### config.mk
export PLATFORM = sky130hd
export DESIGN_NAME = rcal_core
export DESIGN_NICKNAME = d
export VERILOG_FILES = /design/src/rtl/rcal_pkg.sv /design/src/rtl/rcal_core.sv
export VERILOG_INCLUDE_DIRS = /design/src /design/src/rtl
export SDC_FILE = /design/constraint.sdc
export NUM_CORES = 1
export LEC_CHECK = 0
export BUFFER_PORTS_ARGS = -buffer_cell sky130_fd_sc_hd__buf_2
export CORE_UTILIZATION = 65
export DETAILED_ROUTE_END_ITERATION = 8
export GPL_TIMING_DRIVEN = 0
export PLACE_DENSITY = 0.81
export SLEW_MARGIN = 40
export SYNTH_ARGS = -nofsm -noshare
export SYNTH_HDL_FRONTEND = slang
export SYNTH_SLANG_ARGS = --single-unit
### constraint.sdc
create_clock -name clk -period 12.7 [get_ports clk]
set_input_delay 1.27 -clock clk [delete_from_list [all_inputs] [get_ports clk]]
set_output_delay 1.27 -clock clk [all_outputs]
set_load 0.005 [all_outputs]
### src/rtl/rcal_cfg.svh
/*
 * Offsets, field positions, reset values and timing counts of the
 * calendar clock core. Assumes a 200 MHz core clock.
 */
`ifndef RCAL_CFG_SVH
`define RCAL_CFG_SVH

// Register offsets
`define RCAL_A_SEC 8'h00
`define RCAL_A_MIN 8'h01
`define RCAL_A_HOUR 8'h02
`define RCAL_A_DAY 8'h03
`define RCAL_A_MON 8'h04
`define RCAL_A_YEAR 8'h05
`define RCAL_A_WEEK 8'h06
`define RCAL_A_ALSEC 8'h08
`define RCAL_A_ALMIN 8'h09
`define RCAL_A_ALHOUR 8'h0A
`define RCAL_A_ALDAY 8'h0B
`define RCAL_A_ALMON 8'h0C
`define RCAL_A_ALYEAR 8'h0D
`define RCAL_A_CTRL 8'h10
`define RCAL_A_STAT 8'h11
`define RCAL_A_INTC 8'h12
`define RCAL_A_COMPL 8'h13
`define RCAL_A_COMPH 8'h14

// Control bits
`define RCAL_C_SHADOW 7
`define RCAL_C_SNAP 6
`define RCAL_C_LOAD 5
`define RCAL_C_TEST 4
`define RCAL_C_FMT12 3
`define RCAL_C_COMP 2
`define RCAL_C_ROUND 1
`define RCAL_C_RUN 0

// Interrupt control bits
`define RCAL_I_SLEEP 4
`define RCAL_I_ALARM 3
`define RCAL_I_TIMER 2

// Writable field masks, reserved bits read zero
`define RCAL_M_SEC 8'h7F
`define RCAL_M_HOUR 8'hBF
`define RCAL_M_DAY 8'h3F
`define RCAL_M_MON 8'h1F
`define RCAL_M_WEEK 8'h07
`define RCAL_M_INTC 8'h1F

// Reset values and calendar limits
`define RCAL_RST_ONE 8'h01
`define RCAL_SEC_MAX 8'h59
`define RCAL_HOUR_MAX 8'h23
`define RCAL_MON_MAX 8'h12
`define RCAL_YEAR_MAX 8'h99
`define RCAL_WEEK_MAX 8'h06
`define RCAL_ROUND_HALF 8'h30
`define RCAL_NOON 8'h0C

// Sub-second counter terminal count
`define RCAL_SUB_TERM 15'h7FFF

// Periodic pulse length
`define RCAL_PULSE_NS 15000
`define RCAL_CLK_PS 5000
`define RCAL_PULSE_CYC (`RCAL_PULSE_NS * 1000 / `RCAL_CLK_PS)

`endif

### src/rtl/rcal_pkg.sv
/*
 * Types of the calendar clock core: serial port states, time and
 * alarm carriers, the full state record. Needs nothing else.
 */
package rcal_pkg;

   // Serial port states, one-hot
   typedef enum logic [4:0] {
      RCAL_IDLE = 5'b00001,
      RCAL_RXB = 5'b00010,
      RCAL_ACKR = 5'b00100,
      RCAL_TXB = 5'b01000,
      RCAL_ACKT = 5'b10000
   } rcal_bus_state_t;

   // Live or shadow date and time, hours kept in 24-hour BCD
   typedef struct packed {
      logic [7:0] sec;
      logic [7:0] min;
      logic [7:0] hour;
      logic [7:0] day;
      logic [7:0] mon;
      logic [7:0] year;
      logic [7:0] week;
   } rcal_time_t;

   // Alarm fields as written by the host
   typedef struct packed {
      logic [7:0] sec;
      logic [7:0] min;
      logic [7:0] hour;
      logic [7:0] day;
      logic [7:0] mon;
      logic [7:0] year;
   } rcal_alarm_t;

   // Whole state of the core
   typedef struct packed {
      logic [2:0] scl_sy;
      logic [2:0] sda_sy;
      logic [2:0] ck_sy;
      logic [1:0] slp_sy;
      rcal_bus_state_t bst;
      logic [1:0] phase;
      logic [3:0] cnt;
      logic [7:0] shift;
      logic rw;
      logic [7:0] ptr;
      logic sda_oe;
      logic sda_o;
      rcal_time_t now;
      rcal_time_t shadow;
      rcal_alarm_t alarm;
      logic [7:0] ctrl;
      logic [7:0] intc;
      logic [7:0] comp_lo;
      logic [7:0] comp_hi;
      logic pwr_flag;
      logic alarm_flag;
      logic [3:0] events;
      logic run;
      logic [14:0] sub;
      logic tick_d;
      logic per_pend;
      logic [11:0] pulse_cnt;
      logic timer_irq_n;
      logic alarm_irq_n;
   } rcal_state_t;

endpackage : rcal_pkg

### src/rtl/rcal_core.sv
/*
 * Calendar clock core with alarm, periodic pulse and a two-wire
 * register port. Assumes scl/sda, the 32 kHz clock and the sleep
 * level all arrive from outside the clk domain; the pad resolves
 * sda from sda_o and sda_oe.
 */
`timescale 1ns/1ps

module rcal_core #(
   parameter logic [6:0] DEV_ADDR = 7'h2D // Arbitrary bus address
) (
   // Clock and reset
   input wire logic clk,
   input wire logic sys_rst,
   // Two-wire register port
   input wire logic scl_i,
   input wire logic sda_i,
   output logic sda_o,
   output logic sda_oe,
   // Slow timebase and power state
   input wire logic clk32_i,
   input wire logic sleep_i,
   // Interrupt lines, active low
   output logic alarm_irq_n,
   output logic timer_irq_n
);
`include "rcal_cfg.svh"

   localparam logic [11:0] PULSE_CYC = 12'(`RCAL_PULSE_CYC);

   rcal_pkg::rcal_state_t st_r; // Registered state
   rcal_pkg::rcal_state_t st_nxt; // Next state

   // BCD increment of a two-digit value
   function automatic logic [7:0] bcd_inc(input logic [7:0] v);
      if (v[3:0] == 4'h9) begin
         bcd_inc = {v[7:4] + 4'h1, 4'h0};
      end else begin
         bcd_inc = {v[7:4], v[3:0] + 4'h1};
      end
   endfunction : bcd_inc

   // Two BCD digits to binary
   function automatic logic [7:0] bcd2bin(input logic [7:0] v);
      bcd2bin = 8'(v[7:4] * 8'h0A) + 8'(v[3:0]);
   endfunction : bcd2bin

   // Binary below one hundred to BCD
   function automatic logic [7:0] bin2bcd(input logic [7:0] b);
      bin2bcd = {4'(b / 8'h0A), 4'(b % 8'h0A)};
   endfunction : bin2bcd

   // 24-hour value to 12-hour view with meridian flag
   function automatic logic [7:0] to12(input logic [7:0] h);
      logic [7:0] b;
      logic [7:0] r;
      logic [7:0] c;
      b = bcd2bin(h);
      r = b % `RCAL_NOON;
      if (r == 8'h00) begin
         r = `RCAL_NOON;
      end
      c = bin2bcd(r);
      to12 = {b >= `RCAL_NOON, 1'b0, c[5:0]};
   endfunction : to12

   // 12-hour written value back to 24-hour storage
   function automatic logic [7:0] from12(input logic [7:0] h);
      logic [7:0] b;
      b = bcd2bin({2'b00, h[5:0]});
      if (b == `RCAL_NOON) begin
         b = 8'h00;
      end
      if (h[7]) begin
         b = b + `RCAL_NOON;
      end
      from12 = bin2bcd(b);
   endfunction : from12

   // Last day of a month, leap years every fourth
   function automatic logic [7:0] month_last(input logic [7:0] m,
                                             input logic [7:0] y);
      logic [7:0] yb;
      yb = bcd2bin(y);
      if (m == 8'h02) begin
         month_last = (yb[1:0] == 2'b00) ? 8'h29 : 8'h28;
      end else if (m == 8'h04 || m == 8'h06 || m == 8'h09 ||
                   m == 8'h11) begin
         month_last = 8'h30;
      end else begin
         month_last = 8'h31;
      end
   endfunction : month_last

   // Read data for an address, from current state
   function automatic logic [7:0] rd_byte(input rcal_pkg::rcal_state_t s,
                                          input logic [7:0] a);
      rcal_pkg::rcal_time_t t;
      t = s.ctrl[`RCAL_C_SHADOW] ? s.shadow : s.now;
      if (a == `RCAL_A_SEC) begin
         rd_byte = t.sec;
      end else if (a == `RCAL_A_MIN) begin
         rd_byte = t.min;
      end else if (a == `RCAL_A_HOUR) begin
         rd_byte = s.ctrl[`RCAL_C_FMT12] ? to12(t.hour) : t.hour;
      end else if (a == `RCAL_A_DAY) begin
         rd_byte = t.day;
      end else if (a == `RCAL_A_MON) begin
         rd_byte = t.mon;
      end else if (a == `RCAL_A_YEAR) begin
         rd_byte = t.year;
      end else if (a == `RCAL_A_WEEK) begin
         rd_byte = t.week;
      end else if (a == `RCAL_A_ALSEC) begin
         rd_byte = s.alarm.sec;
      end else if (a == `RCAL_A_ALMIN) begin
         rd_byte = s.alarm.min;
      end else if (a == `RCAL_A_ALHOUR) begin
         rd_byte = s.alarm.hour;
      end else if (a == `RCAL_A_ALDAY) begin
         rd_byte = s.alarm.day;
      end else if (a == `RCAL_A_ALMON) begin
         rd_byte = s.alarm.mon;
      end else if (a == `RCAL_A_ALYEAR) begin
         rd_byte = s.alarm.year;
      end else if (a == `RCAL_A_CTRL) begin
         rd_byte = s.ctrl;
      end else if (a == `RCAL_A_STAT) begin
         rd_byte = {s.pwr_flag, s.alarm_flag, s.events, s.run, 1'b0};
      end else if (a == `RCAL_A_INTC) begin
         rd_byte = s.intc;
      end else if (a == `RCAL_A_COMPL) begin
         rd_byte = s.comp_lo;
      end else if (a == `RCAL_A_COMPH) begin
         rd_byte = s.comp_hi;
      end else begin
         rd_byte = 8'h00; // Unmapped reads zero
      end
   endfunction : rd_byte

   // All next-state logic
   always_comb begin
      logic scl_rise;
      logic scl_fall;
      logic start_c;
      logic stop_c;
      logic ck_rise;
      logic sleeping;
      logic wr_en;
      logic [7:0] wd;
      logic sec_tick;
      logic rnd;
      logic min_c;
      logic hour_c;
      logic day_c;
      logic mon_c;
      logic alarm_set;
      logic per_evt;
      logic [7:0] hview;
      logic [7:0] rb; // Read byte at the current pointer
      st_nxt = st_r;
      rb = rd_byte(st_r, st_r.ptr);
      wr_en = 1'b0;
      wd = st_r.shift;
      sec_tick = 1'b0;
      rnd = 1'b0;
      min_c = 1'b0;
      hour_c = 1'b0;
      day_c = 1'b0;
      mon_c = 1'b0;
      alarm_set = 1'b0;
      // Two-flop synchronisers, plus one history stage on scl, sda and the slow clock
      st_nxt.scl_sy = {st_r.scl_sy[1:0], scl_i};
      st_nxt.sda_sy = {st_r.sda_sy[1:0], sda_i};
      st_nxt.ck_sy = {st_r.ck_sy[1:0], clk32_i};
      st_nxt.slp_sy = {st_r.slp_sy[0], sleep_i};
      scl_rise = st_r.scl_sy[1] & ~st_r.scl_sy[2];
      scl_fall = ~st_r.scl_sy[1] & st_r.scl_sy[2];
      start_c = st_r.scl_sy[1] & st_r.sda_sy[2] & ~st_r.sda_sy[1];
      stop_c = st_r.scl_sy[1] & ~st_r.sda_sy[2] & st_r.sda_sy[1];
      ck_rise = st_r.ck_sy[1] & ~st_r.ck_sy[2];
      sleeping = st_r.slp_sy[1];

      // Serial port state machine
      case (st_r.bst)
         rcal_pkg::RCAL_RXB: begin
            if (scl_rise) begin
               st_nxt.shift = {st_r.shift[6:0], st_r.sda_sy[1]};
               st_nxt.cnt = st_r.cnt + 4'h1;
            end else if (scl_fall && st_r.cnt == 4'h8) begin
               st_nxt.cnt = 4'h0;
               if (st_r.phase == 2'b00) begin
                  // Address byte: acknowledge only our own
                  if (st_r.shift[7:1] == DEV_ADDR) begin
                     st_nxt.rw = st_r.shift[0];
                     st_nxt.phase = 2'b01;
                     st_nxt.sda_oe = 1'b1;
                     st_nxt.bst = rcal_pkg::RCAL_ACKR;
                  end else begin
                     st_nxt.bst = rcal_pkg::RCAL_IDLE;
                  end
               end else if (st_r.phase == 2'b01) begin
                  st_nxt.ptr = st_r.shift;
                  st_nxt.phase = 2'b10;
                  st_nxt.sda_oe = 1'b1;
                  st_nxt.bst = rcal_pkg::RCAL_ACKR;
               end else begin
                  wr_en = 1'b1;
                  st_nxt.ptr = st_r.ptr + 8'h01;
                  st_nxt.sda_oe = 1'b1;
                  st_nxt.bst = rcal_pkg::RCAL_ACKR;
               end
            end
         end
         rcal_pkg::RCAL_ACKR: begin
            if (scl_fall) begin
               if (st_r.rw) begin
                  // Read: present first data bit at once
                  st_nxt.shift = rb;
                  st_nxt.sda_oe = ~rb[7];
                  st_nxt.bst = rcal_pkg::RCAL_TXB;
               end else begin
                  st_nxt.sda_oe = 1'b0;
                  st_nxt.bst = rcal_pkg::RCAL_RXB;
               end
            end
         end
         rcal_pkg::RCAL_TXB: begin
            if (scl_rise) begin
               st_nxt.cnt = st_r.cnt + 4'h1;
            end else if (scl_fall) begin
               if (st_r.cnt == 4'h8) begin
                  st_nxt.sda_oe = 1'b0;
                  st_nxt.cnt = 4'h0;
                  st_nxt.bst = rcal_pkg::RCAL_ACKT;
               end else begin
                  st_nxt.shift = {st_r.shift[6:0], 1'b0};
                  st_nxt.sda_oe = ~st_r.shift[6];
               end
            end
         end
         rcal_pkg::RCAL_ACKT: begin
            if (scl_rise) begin
               // Not acknowledged ends the read
               if (st_r.sda_sy[1]) begin
                  st_nxt.bst = rcal_pkg::RCAL_IDLE;
               end else begin
                  st_nxt.ptr = st_r.ptr + 8'h01;
                  st_nxt.cnt = 4'h1;
               end
            end else if (scl_fall && st_r.cnt == 4'h1) begin
               st_nxt.cnt = 4'h0;
               st_nxt.shift = rb;
               st_nxt.sda_oe = ~rb[7];
               st_nxt.bst = rcal_pkg::RCAL_TXB;
            end
         end
         default: begin
            st_nxt.sda_oe = 1'b0;
         end
      endcase
      // Start or repeated start wins over any byte in progress
      if (start_c) begin
         st_nxt.bst = rcal_pkg::RCAL_RXB;
         st_nxt.phase = 2'b00;
         st_nxt.cnt = 4'h0;
         st_nxt.sda_oe = 1'b0;
      end else if (stop_c) begin
         st_nxt.bst = rcal_pkg::RCAL_IDLE;
         st_nxt.sda_oe = 1'b0;
      end

      // Slow timebase: run flag follows control on slow edges
      if (ck_rise) begin
         st_nxt.run = st_r.ctrl[`RCAL_C_RUN];
         rnd = st_r.ctrl[`RCAL_C_ROUND];
         if (st_r.run) begin
            if (st_r.sub == `RCAL_SUB_TERM) begin
               st_nxt.sub = 15'h0000;
               sec_tick = 1'b1;
            end else begin
               st_nxt.sub = st_r.sub + 15'h0001;
            end
         end
      end
      // Rounding zeroes seconds, carries from half a minute up
      if (rnd) begin
         st_nxt.ctrl[`RCAL_C_ROUND] = 1'b0;
         st_nxt.now.sec = 8'h00;
         st_nxt.sub = 15'h0000;
         min_c = (st_r.now.sec >= `RCAL_ROUND_HALF);
      end else if (sec_tick) begin
         if (st_r.now.sec == `RCAL_SEC_MAX) begin
            st_nxt.now.sec = 8'h00;
            min_c = 1'b1;
         end else begin
            st_nxt.now.sec = bcd_inc(st_r.now.sec);
         end
      end
      // Carry chain through the calendar
      if (min_c) begin
         if (st_r.now.min == `RCAL_SEC_MAX) begin
            st_nxt.now.min = 8'h00;
            hour_c = 1'b1;
         end else begin
            st_nxt.now.min = bcd_inc(st_r.now.min);
         end
      end
      if (hour_c) begin
         if (st_r.now.hour == `RCAL_HOUR_MAX) begin
            st_nxt.now.hour = 8'h00;
            day_c = 1'b1;
         end else begin
            st_nxt.now.hour = bcd_inc(st_r.now.hour);
         end
      end
      if (day_c) begin
         st_nxt.now.week = (st_r.now.week == `RCAL_WEEK_MAX) ? 8'h00 :
                           st_r.now.week + 8'h01;
         if (st_r.now.day == month_last(st_r.now.mon, st_r.now.year)) begin
            st_nxt.now.day = `RCAL_RST_ONE;
            mon_c = 1'b1;
         end else begin
            st_nxt.now.day = bcd_inc(st_r.now.day);
         end
      end
      if (mon_c) begin
         if (st_r.now.mon == `RCAL_MON_MAX) begin
            st_nxt.now.mon = `RCAL_RST_ONE;
            st_nxt.now.year = (st_r.now.year == `RCAL_YEAR_MAX) ? 8'h00 :
                              bcd_inc(st_r.now.year);
         end else begin
            st_nxt.now.mon = bcd_inc(st_r.now.mon);
         end
      end
      // Elapsed flags stand until the next boundary
      if (sec_tick || rnd) begin
         st_nxt.events = {day_c, hour_c, min_c, sec_tick};
      end
      // Compensation: 15-bit start count loaded into sub at the wrap
      if (sec_tick && (st_r.ctrl[`RCAL_C_TEST] ||
                       (st_r.ctrl[`RCAL_C_COMP] && hour_c))) begin
         st_nxt.sub = 15'({st_r.comp_hi, st_r.comp_lo});
      end
      st_nxt.tick_d = sec_tick | rnd;

      // Alarm compare one cycle after the time settles
      hview = st_r.ctrl[`RCAL_C_FMT12] ? to12(st_r.now.hour) :
              st_r.now.hour;
      if (st_r.tick_d && st_r.intc[`RCAL_I_ALARM] &&
          st_r.alarm.sec == st_r.now.sec &&
          st_r.alarm.min == st_r.now.min &&
          st_r.alarm.hour == hview &&
          st_r.alarm.day == st_r.now.day &&
          st_r.alarm.mon == st_r.now.mon &&
          st_r.alarm.year == st_r.now.year) begin
         alarm_set = 1'b1;
      end

      // Periodic pulse with optional hold during sleep
      per_evt = st_r.tick_d && st_r.intc[`RCAL_I_TIMER] &&
                st_r.events[st_r.intc[1:0]];
      if (st_r.pulse_cnt != 12'h000) begin
         st_nxt.pulse_cnt = st_r.pulse_cnt - 12'h001;
         if (st_r.pulse_cnt == 12'h001) begin
            st_nxt.timer_irq_n = 1'b1;
         end
      end
      if (per_evt || st_r.per_pend) begin
         if (st_r.intc[`RCAL_I_SLEEP] && sleeping) begin
            st_nxt.per_pend = 1'b1;
         end else begin
            st_nxt.per_pend = 1'b0;
            st_nxt.pulse_cnt = PULSE_CYC;
            st_nxt.timer_irq_n = 1'b0;
         end
      end

      // Register writes override the timebase for their field
      if (wr_en) begin
         if (st_r.ptr == `RCAL_A_SEC) begin
            st_nxt.now.sec = wd & `RCAL_M_SEC;
         end else if (st_r.ptr == `RCAL_A_MIN) begin
            st_nxt.now.min = wd & `RCAL_M_SEC;
         end else if (st_r.ptr == `RCAL_A_HOUR) begin
            st_nxt.now.hour = st_r.ctrl[`RCAL_C_FMT12] ? from12(wd) :
                              {2'b00, wd[5:0]};
         end else if (st_r.ptr == `RCAL_A_DAY) begin
            st_nxt.now.day = wd & `RCAL_M_DAY;
         end else if (st_r.ptr == `RCAL_A_MON) begin
            st_nxt.now.mon = wd & `RCAL_M_MON;
         end else if (st_r.ptr == `RCAL_A_YEAR) begin
            st_nxt.now.year = wd;
         end else if (st_r.ptr == `RCAL_A_WEEK) begin
            st_nxt.now.week = wd & `RCAL_M_WEEK;
         end else if (st_r.ptr == `RCAL_A_ALSEC) begin
            st_nxt.alarm.sec = wd & `RCAL_M_SEC;
         end else if (st_r.ptr == `RCAL_A_ALMIN) begin
            st_nxt.alarm.min = wd & `RCAL_M_SEC;
         end else if (st_r.ptr == `RCAL_A_ALHOUR) begin
            st_nxt.alarm.hour = st_r.ctrl[`RCAL_C_FMT12] ?
                                (wd & `RCAL_M_HOUR) : {2'b00, wd[5:0]};
         end else if (st_r.ptr == `RCAL_A_ALDAY) begin
            st_nxt.alarm.day = wd & `RCAL_M_DAY;
         end else if (st_r.ptr == `RCAL_A_ALMON) begin
            st_nxt.alarm.mon = wd & `RCAL_M_MON;
         end else if (st_r.ptr == `RCAL_A_ALYEAR) begin
            st_nxt.alarm.year = wd;
         end else if (st_r.ptr == `RCAL_A_CTRL) begin
            st_nxt.ctrl = wd;
            // Writing zero never cancels a pending round; a round
            // done this cycle stays cleared unless one is rewritten
            st_nxt.ctrl[`RCAL_C_ROUND] = (st_r.ctrl[`RCAL_C_ROUND] & ~rnd) |
                                         wd[`RCAL_C_ROUND];
            if (wd[`RCAL_C_SNAP] && !st_r.ctrl[`RCAL_C_SNAP]) begin
               st_nxt.shadow = st_r.now;
            end
            if (wd[`RCAL_C_LOAD] && !st_r.run) begin
               st_nxt.sub = 15'({st_r.comp_hi, st_r.comp_lo});
            end
         end else if (st_r.ptr == `RCAL_A_STAT) begin
            if (wd[7]) begin
               st_nxt.pwr_flag = 1'b0;
            end
            if (wd[6]) begin
               st_nxt.alarm_flag = 1'b0;
            end
         end else if (st_r.ptr == `RCAL_A_INTC) begin
            st_nxt.intc = wd & `RCAL_M_INTC;
         end else if (st_r.ptr == `RCAL_A_COMPL) begin
            st_nxt.comp_lo = wd;
         end else if (st_r.ptr == `RCAL_A_COMPH) begin
            st_nxt.comp_hi = wd;
         end
      end
      // Set beats a same-cycle clear
      if (alarm_set) begin
         st_nxt.alarm_flag = 1'b1;
      end
      st_nxt.alarm_irq_n = ~st_nxt.alarm_flag;
      st_nxt.sda_o = 1'b0;
   end

   // State register, constants only under reset
   always_ff @(posedge clk or posedge sys_rst) begin
      if (sys_rst) begin
         st_r <= '0;
         st_r.scl_sy <= 3'b111;
         st_r.sda_sy <= 3'b111;
         st_r.bst <= rcal_pkg::RCAL_IDLE;
         st_r.now.day <= `RCAL_RST_ONE;
         st_r.now.mon <= `RCAL_RST_ONE;
         st_r.shadow.day <= `RCAL_RST_ONE;
         st_r.shadow.mon <= `RCAL_RST_ONE;
         st_r.alarm.day <= `RCAL_RST_ONE;
         st_r.alarm.mon <= `RCAL_RST_ONE;
         st_r.pwr_flag <= 1'b1;
         st_r.timer_irq_n <= 1'b1;
         st_r.alarm_irq_n <= 1'b1;
      end else begin
         st_r <= st_nxt;
      end
   end

   // Outputs straight from the state register
   assign sda_o = st_r.sda_o;
   assign sda_oe = st_r.sda_oe;
   assign alarm_irq_n = st_r.alarm_irq_n;
   assign timer_irq_n = st_r.timer_irq_n;

endmodule : rcal_core

# [Yosys cells after proc, flatten, opt, wreduce, memory -nomap -nowiden]
# Cells that the tools add are included.
[totals] regBits=260 input_bits=6 out_inout_bits=4 elab_cells=471
[classes] add_sub_neg=22 multipliers=4 div_mod_pow=8 magnitude_cmp=4 n_eq_ne=83 n_mux=211 bitwise=37 reduce_logical=56
[ops] cell="2-to-1 mux 8 bit" count=79
[ops] cell="2-to-1 mux 56 bit" count=10
[ops] cell="2-to-1 mux 15 bit" count=21
[ops] cell="2-to-1 mux 194 bit" count=1
[ops] cell="2-to-1 mux 186 bit" count=1
[ops] cell="2-to-1 mux 178 bit" count=1
[ops] cell="2-to-1 mux 170 bit" count=1
[ops] cell="2-to-1 mux 162 bit" count=1
[ops] cell="2-to-1 mux 154 bit" count=1
[ops] cell="2-to-1 mux 146 bit" count=1
[ops] cell="2-to-1 mux 138 bit" count=1
[ops] cell="2-to-1 mux 73 bit" count=1
[ops] cell="2-to-1 mux 66 bit" count=1
[ops] cell="2-to-1 mux 5 bit" count=12
[ops] cell="equality test 8 x 4 -> 1 bit (second input constant)" count=7
[ops] cell="equality test 8 x 5 -> 1 bit (second input constant)" count=7
[ops] cell="adder 4 x 1 -> 4 bit (second input constant)" count=13
[ops] cell="inequality test 4 bit (second input constant)" count=13
[ops] cell="equality test 8 x 3 -> 1 bit (second input constant)" count=6
[ops] cell="2-to-1 mux 47 bit" count=1
[ops] cell="2-to-1 mux 42 bit" count=1
[ops] cell="modulo 8 x 4 -> 8 bit (second input constant)" count=5
[ops] cell="2-to-1 mux 1 bit" count=39
[ops] cell="2-to-1 mux 13 bit" count=3
[ops] cell="other kinds (83)" count=198

# [Depth between registers and ports, before layout]
[logic_depth] depth_word=27 depth_mapped=23 mapped_depth_nobuf=19

# [Worst setup path after synthesis]
# No wires, ideal clock.
[synth_path] path_type="reg-to-reg" start="register st_r[69] in the netlist's numbering" end="register st_r[244] in the netlist's numbering" setup_ns=0.134 t_arrival_ns=5.561 setup_slack_ns=7.005 path_stages_with_launch=23 path_buffers=4 cell_sequence="dfrtp_1 -> buf_6 -> clkbuf_1 -> clkbuf_1 -> buf_1 -> o21ai_0 -> ha_1 -> ha_1 -> fa_1 -> nand2_1 -> o31a_1 -> o31ai_2 -> or2_1 -> o22ai_1 -> a221o_1 -> a221o_1 -> o31a_1 -> ha_1 -> and2_1 -> o211ai_2 -> a21boi_1 -> a2111oi_2 -> nor3_1"
[synth_via] elab_chain_cells=17
[synth_rtl] item="start, declared" line_no="rcal_core.sv:31" rtl="rcal_pkg::rcal_state_t st_r;"
[synth_rtl] item="start signal, assigned" line_no="rcal_core.sv:461" rtl="st_r <= st_nxt;"
[synth_rtl] item="2-to-1 mux 56 bit (*)" line_no="rcal_core.sv:99" rtl="t = s.ctrl[`RCAL_C_SHADOW] ? s.shadow : s.now;"
[synth_rtl] item="multiplier 4 x 3 -> 7 bit" line_no="rcal_core.sv:45" rtl="bcd2bin = 8'(v[7:4] * 8'h0A) + 8'(v[3:0]);"
[synth_rtl] item="adder 8 x 4 -> 8 bit" line_no="rcal_core.sv:45"
[synth_rtl] item="modulo 8 x 4 -> 8 bit (no source line)"
[synth_rtl] item="zero test 8 bit" line_no="rcal_core.sv:60" rtl="if (r == 8'h00) begin"
[synth_rtl] item="2-to-1 mux 8 bit" line_no="rcal_core.sv:60"
[synth_rtl] item="2-to-1 mux 8 bit" line_no="rcal_core.sv:104" rtl="end else if (a == `RCAL_A_HOUR) begin"
[synth_rtl] item="2-to-1 mux 8 bit" line_no="rcal_core.sv:102" rtl="end else if (a == `RCAL_A_MIN) begin"
[synth_rtl] item="2-to-1 mux 8 bit" line_no="rcal_core.sv:100" rtl="if (a == `RCAL_A_SEC) begin"
[synth_rtl] item="modulo 8 x 4 -> 8 bit" line_no="rcal_core.sv:50" rtl="bin2bcd = {4'(b / 8'h0A), 4'(b % 8'h0A)};"
[synth_rtl] item="2-to-1 mux 8 bit" line_no="rcal_core.sv:105" rtl="rd_byte = s.ctrl[`RCAL_C_FMT12] ? to12(t.hour) : t.hour;"
[synth_rtl] item="2-to-1 mux 8 bit" line_no="rcal_core.sv:104"
[synth_rtl] item="2-to-1 mux 8 bit" line_no="rcal_core.sv:102"
[synth_rtl] item="2-to-1 mux 8 bit (*)" line_no="rcal_core.sv:100"
[synth_rtl] item="2-to-1 mux 12 bit or 2-to-1 mux 8 bit (tied branches)" line_no="rcal_core.sv:251, rcal_core.sv:217"
[synth_rtl] item="2-to-1 mux 8 bit, on equally long branches" line_no="rcal_core.sv:243, rcal_core.sv:216"
[synth_rtl] item="one-hot mux 8 bit (4 select lines) (*)" line_no="rcal_core.sv:185" rtl="case (st_r.bst)"
# Every way passes the cells marked *; elsewhere a longest branch is shown, timed or not. The select of a mux whose other input is x is not followed.
# A chain may end at the register's enable or synchronous reset.

# [Worst setup path after layout]
# Ends and elaborated chain as after synthesis.

==> flow_summary_export.csv <==
group,metric,value,unit
final_layout,num_antenna_cells,0,
final_layout,fin_nets,2133,
timing,tightest_slew,936.7,ps
detailed_routing,ant_nets,0,
synthesis,syn_area,17820,sq um
timing,finalCritPeriodShare,56.40,%
cts,cts-buffers-inserted,29,
floorplan,die-area,28070,sq um
cts,cts_root_buffer,"clkbuf_16",
timing,hold_slack,355.6,ps
synthesis,synth_nets,2089,
detailed_routing,routed_wl,61390,um
timing,slew_viol_final,0,
synthesis,yosysTopAreaCell,"dfrtp_1",
placed_design,dpl_cell_area,18470,sq um
timing,timing.final.ws_setup,5538,ps
synthesis,ys_types,109,
final_layout,fin_area,19430,sq um
global_routing,grt_overflow,0,
global_routing,grt_max_degree,84,
synthesis,netlist_instances,2019,
global_routing,antenna_found_initial,2,
run,maxCapViolCount,0,
timing,tns,0,ps
synthesis,synthTopCellsByArea,"dfrtp_1 (34%), mux2_2 (6.8%), nand2_1 (4.6%)",
cts,h-tree-depth,1,
floorplan,fp.dieW,167.6,um
power,p_sw_share,36.09,%
final_layout,syn2layout_area_growth,9.052,%
worst_hold_path,hold_path_class,"reg2reg",
placed_design,portBuffers,8,
power,p_sw,847.1,uW
timing,fin_crit,7162,ps
cts,clock_latency,590,ps
power,clkPwrFrac,35.6,%
floorplan,io_pins,10,
cts,hold_buffers,0,
timing,fmax,0.1396,GHz
power,p_leak,8.371,nW
power,pwr-share-comb,27.9,%
final_layout,fill_cells,2004,
cts,post_cts_buffers,0,
floorplan,row_count,60,
synthesis,ys.flop_type,"dfrtp_1",
detailed_routing,viasPerCell,7.015,
synthesis,yosysSeqAreaShare,36.49,%
floorplan,coreArea,26950,sq um
global_routing,grt_pass1_wl,94100,um
synthesis,synth_edf_count,0,
final_layout,fin_util,72.09,%
detailed_routing,wl_per_cell,25.30,um
run_status,status,"complete, no violations",
final_layout,instances_no_fill,2427,
detailed_routing,drc,0,
cts,path_clk_slew,70,ps
detailed_routing,drtPass1Iterations,6,
timing,rsz0062_at_grt,"no",
global_routing,track_usage,43.69,%
detailed_routing,num_vias,17030,
synthesis,yosys_warnings,0,
floorplan,initial_core_util,66.10,%
setup_path,setup.worst_path.class,"reg2reg",
timing,maxSlewHeadroom,37.56,%
power,power,2.347,mW
cts,cts_resized,0,
detailed_routing,drt-initial-drc-count,2286,
synthesis,synth_seq_cells,259,
global_routing,grt_pass1_vias,16310,
cts,cts_tree,"yes",
floorplan,die_height,167.6,um
cts,clk_path_buf_depth,3,
setup_path,cp.required,13150,ps
synthesis,synth_top_area_share,34.13,%
placed_design,dpl.cell_count,2373,
setup_path,cp-end-kind,"register",
cts,numClockSinks,259,
synthesis,syn-mean-instance-area,8.824,sq um
placed_design,pre_cts_ws,5739,ps
final_layout,drive_gt1_share,12.85,%
power,seqPwrFrac,36.5,%
synthesis,ys_async_sr_fraction,100.0,%
timing,clock_skew,34.07,ps
setup_path,crit_arrival,7620,ps
power,internal_power,1.500,mW
placed_design,place.gp.congestion,1.072,
power,power.density,120.8,nW/um^2
setup_path,crit_fanout,10,
timing,setup_viol_count_final,0,
power,peakVddDrop,221.3,uV
setup_path,start_kind,"register",
placed_design,dp_hpwl,45300,um
timing,finalHoldViolations,0,
[layer usage]
| layer | track usage (%) | up-vias | wire (um) |
|---|---|---|---|
| met2 | 67.97 | 1078 | 27090 |
| met5 | 0 | - | 10 |
| met4 | 22.14 | 2 | 3563 |
| met1 | 56.03 | 8207 | 23670 |
| li1 | - | 7482 | - |
| met3 | 11.96 | 257 | 7057 |
[sequential cells by signal (all words and copies together) (netlist names)]
signal,cells
sda_oe,1
st_r,249
st_nxt,7
alarm_irq_n,1
timer_irq_n,1
[synthesized netlist by cell type (6+ instances only)]
library cell and instances:
a211o_1 10, a211oi_1 29, a21o_1 9, a21oi_1 112, a221oi_1 14, a22oi_1 20
a31oi_1 23, and2_1 13, and3_1 12, and4_1 6, buf_1 8, buf_2 14
clkbuf_1 91, dfrtp_1 243, dfstp_2 16, ha_1 59, inv_1 62, mux2_2 107
mux2i_1 48, nand2_1 216, nand2b_1 22, nand3_1 52, nand3b_1 8, nand4_1 29
nor2_1 171, nor2b_1 10, nor3_1 59, nor3b_1 8, nor4_1 29, o211a_1 8
o211ai_1 21, o21ai_0 153, o221ai_1 8, o22ai_1 27, o31ai_1 32, or2_2 10
or3_1 14, or4_1 7, xnor2_1 55, xor2_1 55
[power by group through the flow]
stage | clock network (mW) | logic [mW] | registers, mW
floorplan | 0 | 0.404 | 0.865
global placement | 0 | 0.604 | 0.870
detailed placement | 0 | 0.616 | 0.871
CTS | 0.835 | 0.620 | 0.856
global route | 0.866 | 0.694 | 0.858
finish | 0.836 | 0.654 | 0.857
[final cells by class]
cell class                      count  area [sq um]  share of cell area [%]
Timing Repair Buffer               13         135.1                  0.6955
Clock inverter                     13         120.1                  0.6182
Sequential cell                   259          6501                   33.46
Inverter                           67         259.0                   1.333
Buffer                            116         478.0                   2.460
Tap cell                          341         426.7                   2.196
Multi-Input combinational cell   1577         10690                   55.01
Clock buffer                       41         820.8                   4.225
[critical path, cell delays in order, from the launching register on]
cell	delay (ps)
dfrtp_1	350
buf_6	120
clkbuf_2	380
clkbuf_1	700
buf_1	620
o21ai_0	360
ha_1	290
ha_1	210
fa_1	570
nand2_1	170
o31a_1	290
o31ai_2	420
or2_1	200
o22ai_1	110
a221o_1	380
a221o_1	450
o31a_1	310
ha_1	180
and2_1	150
o211ai_2	130
a21boi_1	200
a2111oi_2	340
nor3_1	100
[logic make-up (layout without fill, tap and decap cells)]
kind of cell    Yosys count  after routing  synth area share [%]
xor+xnor                112            112                 5.625
fa+ha+maj                64             64                 4.705
mux                     157            157                 9.713
buf+inv                 183            250                 4.024
simple gates            699            699                 19.31
compound gates          544            544                 20.11
flops                   259            259                 36.49
other cells               1              1               0.02105
[cells in the final DEF, fill, tap and decap left out, types with 11 or more instances in the layout]
cell type	synthesis	layout
nand2_1	216	216
mux2i_1	48	48
o211ai_1	21	21
a22oi_1	20	20
o31ai_1	32	32
o21ai_0	153	151
dfrtp_1	243	243
nand3_1	52	52
nand2b_1	22	22
or3_1	14	14
a211oi_1	29	29
nand4_1	29	29
nor4_1	29	22
clkbuf_16	0	29
a221oi_1	14	14
clkbuf_1	91	88
and2_1	13	13
inv_1	62	61
nor2_1	171	170
ha_1	59	59
buf_2	14	23
mux2_2	107	107
nor3_1	59	57
xnor2_1	55	53
a31oi_1	23	23
o22ai_1	27	27
xor2_1	55	55
and3_1	12	12
clkbuf_2	1	11
a21oi_1	112	112
dfstp_2	16	16
[path summary, 6_finish.rpt]
| kind | startpoint | cells past startpoint | slack, ps | to |
|---|---|---|---|---|
| worst max register to register | st_r[69]$_DFFE_PP0P_ | 22 | 5540 | st_r[244]$_DFFE_PP0P_ |
| worst max-delay path | st_r[69]$_DFFE_PP0P_ | 22 | 5540 | st_r[244]$_DFFE_PP0P_ |
| max in group asynchronous | sys_rst | 4 | 10940 | alarm_irq_n$_DFF_PP1_ |
| min in group asynchronous | sys_rst | 2 | 670 | st_r[248]$_DFFE_PP0P_ |
| worst min register to register | st_nxt[261]$_DFF_PP0_ | 0 | 360 | st_r[261]$_DFF_PP0_ |
| worst min-delay path | st_nxt[261]$_DFF_PP0_ | 0 | 360 | st_r[261]$_DFF_PP0_ |
(Power assumes the default switching activity.)
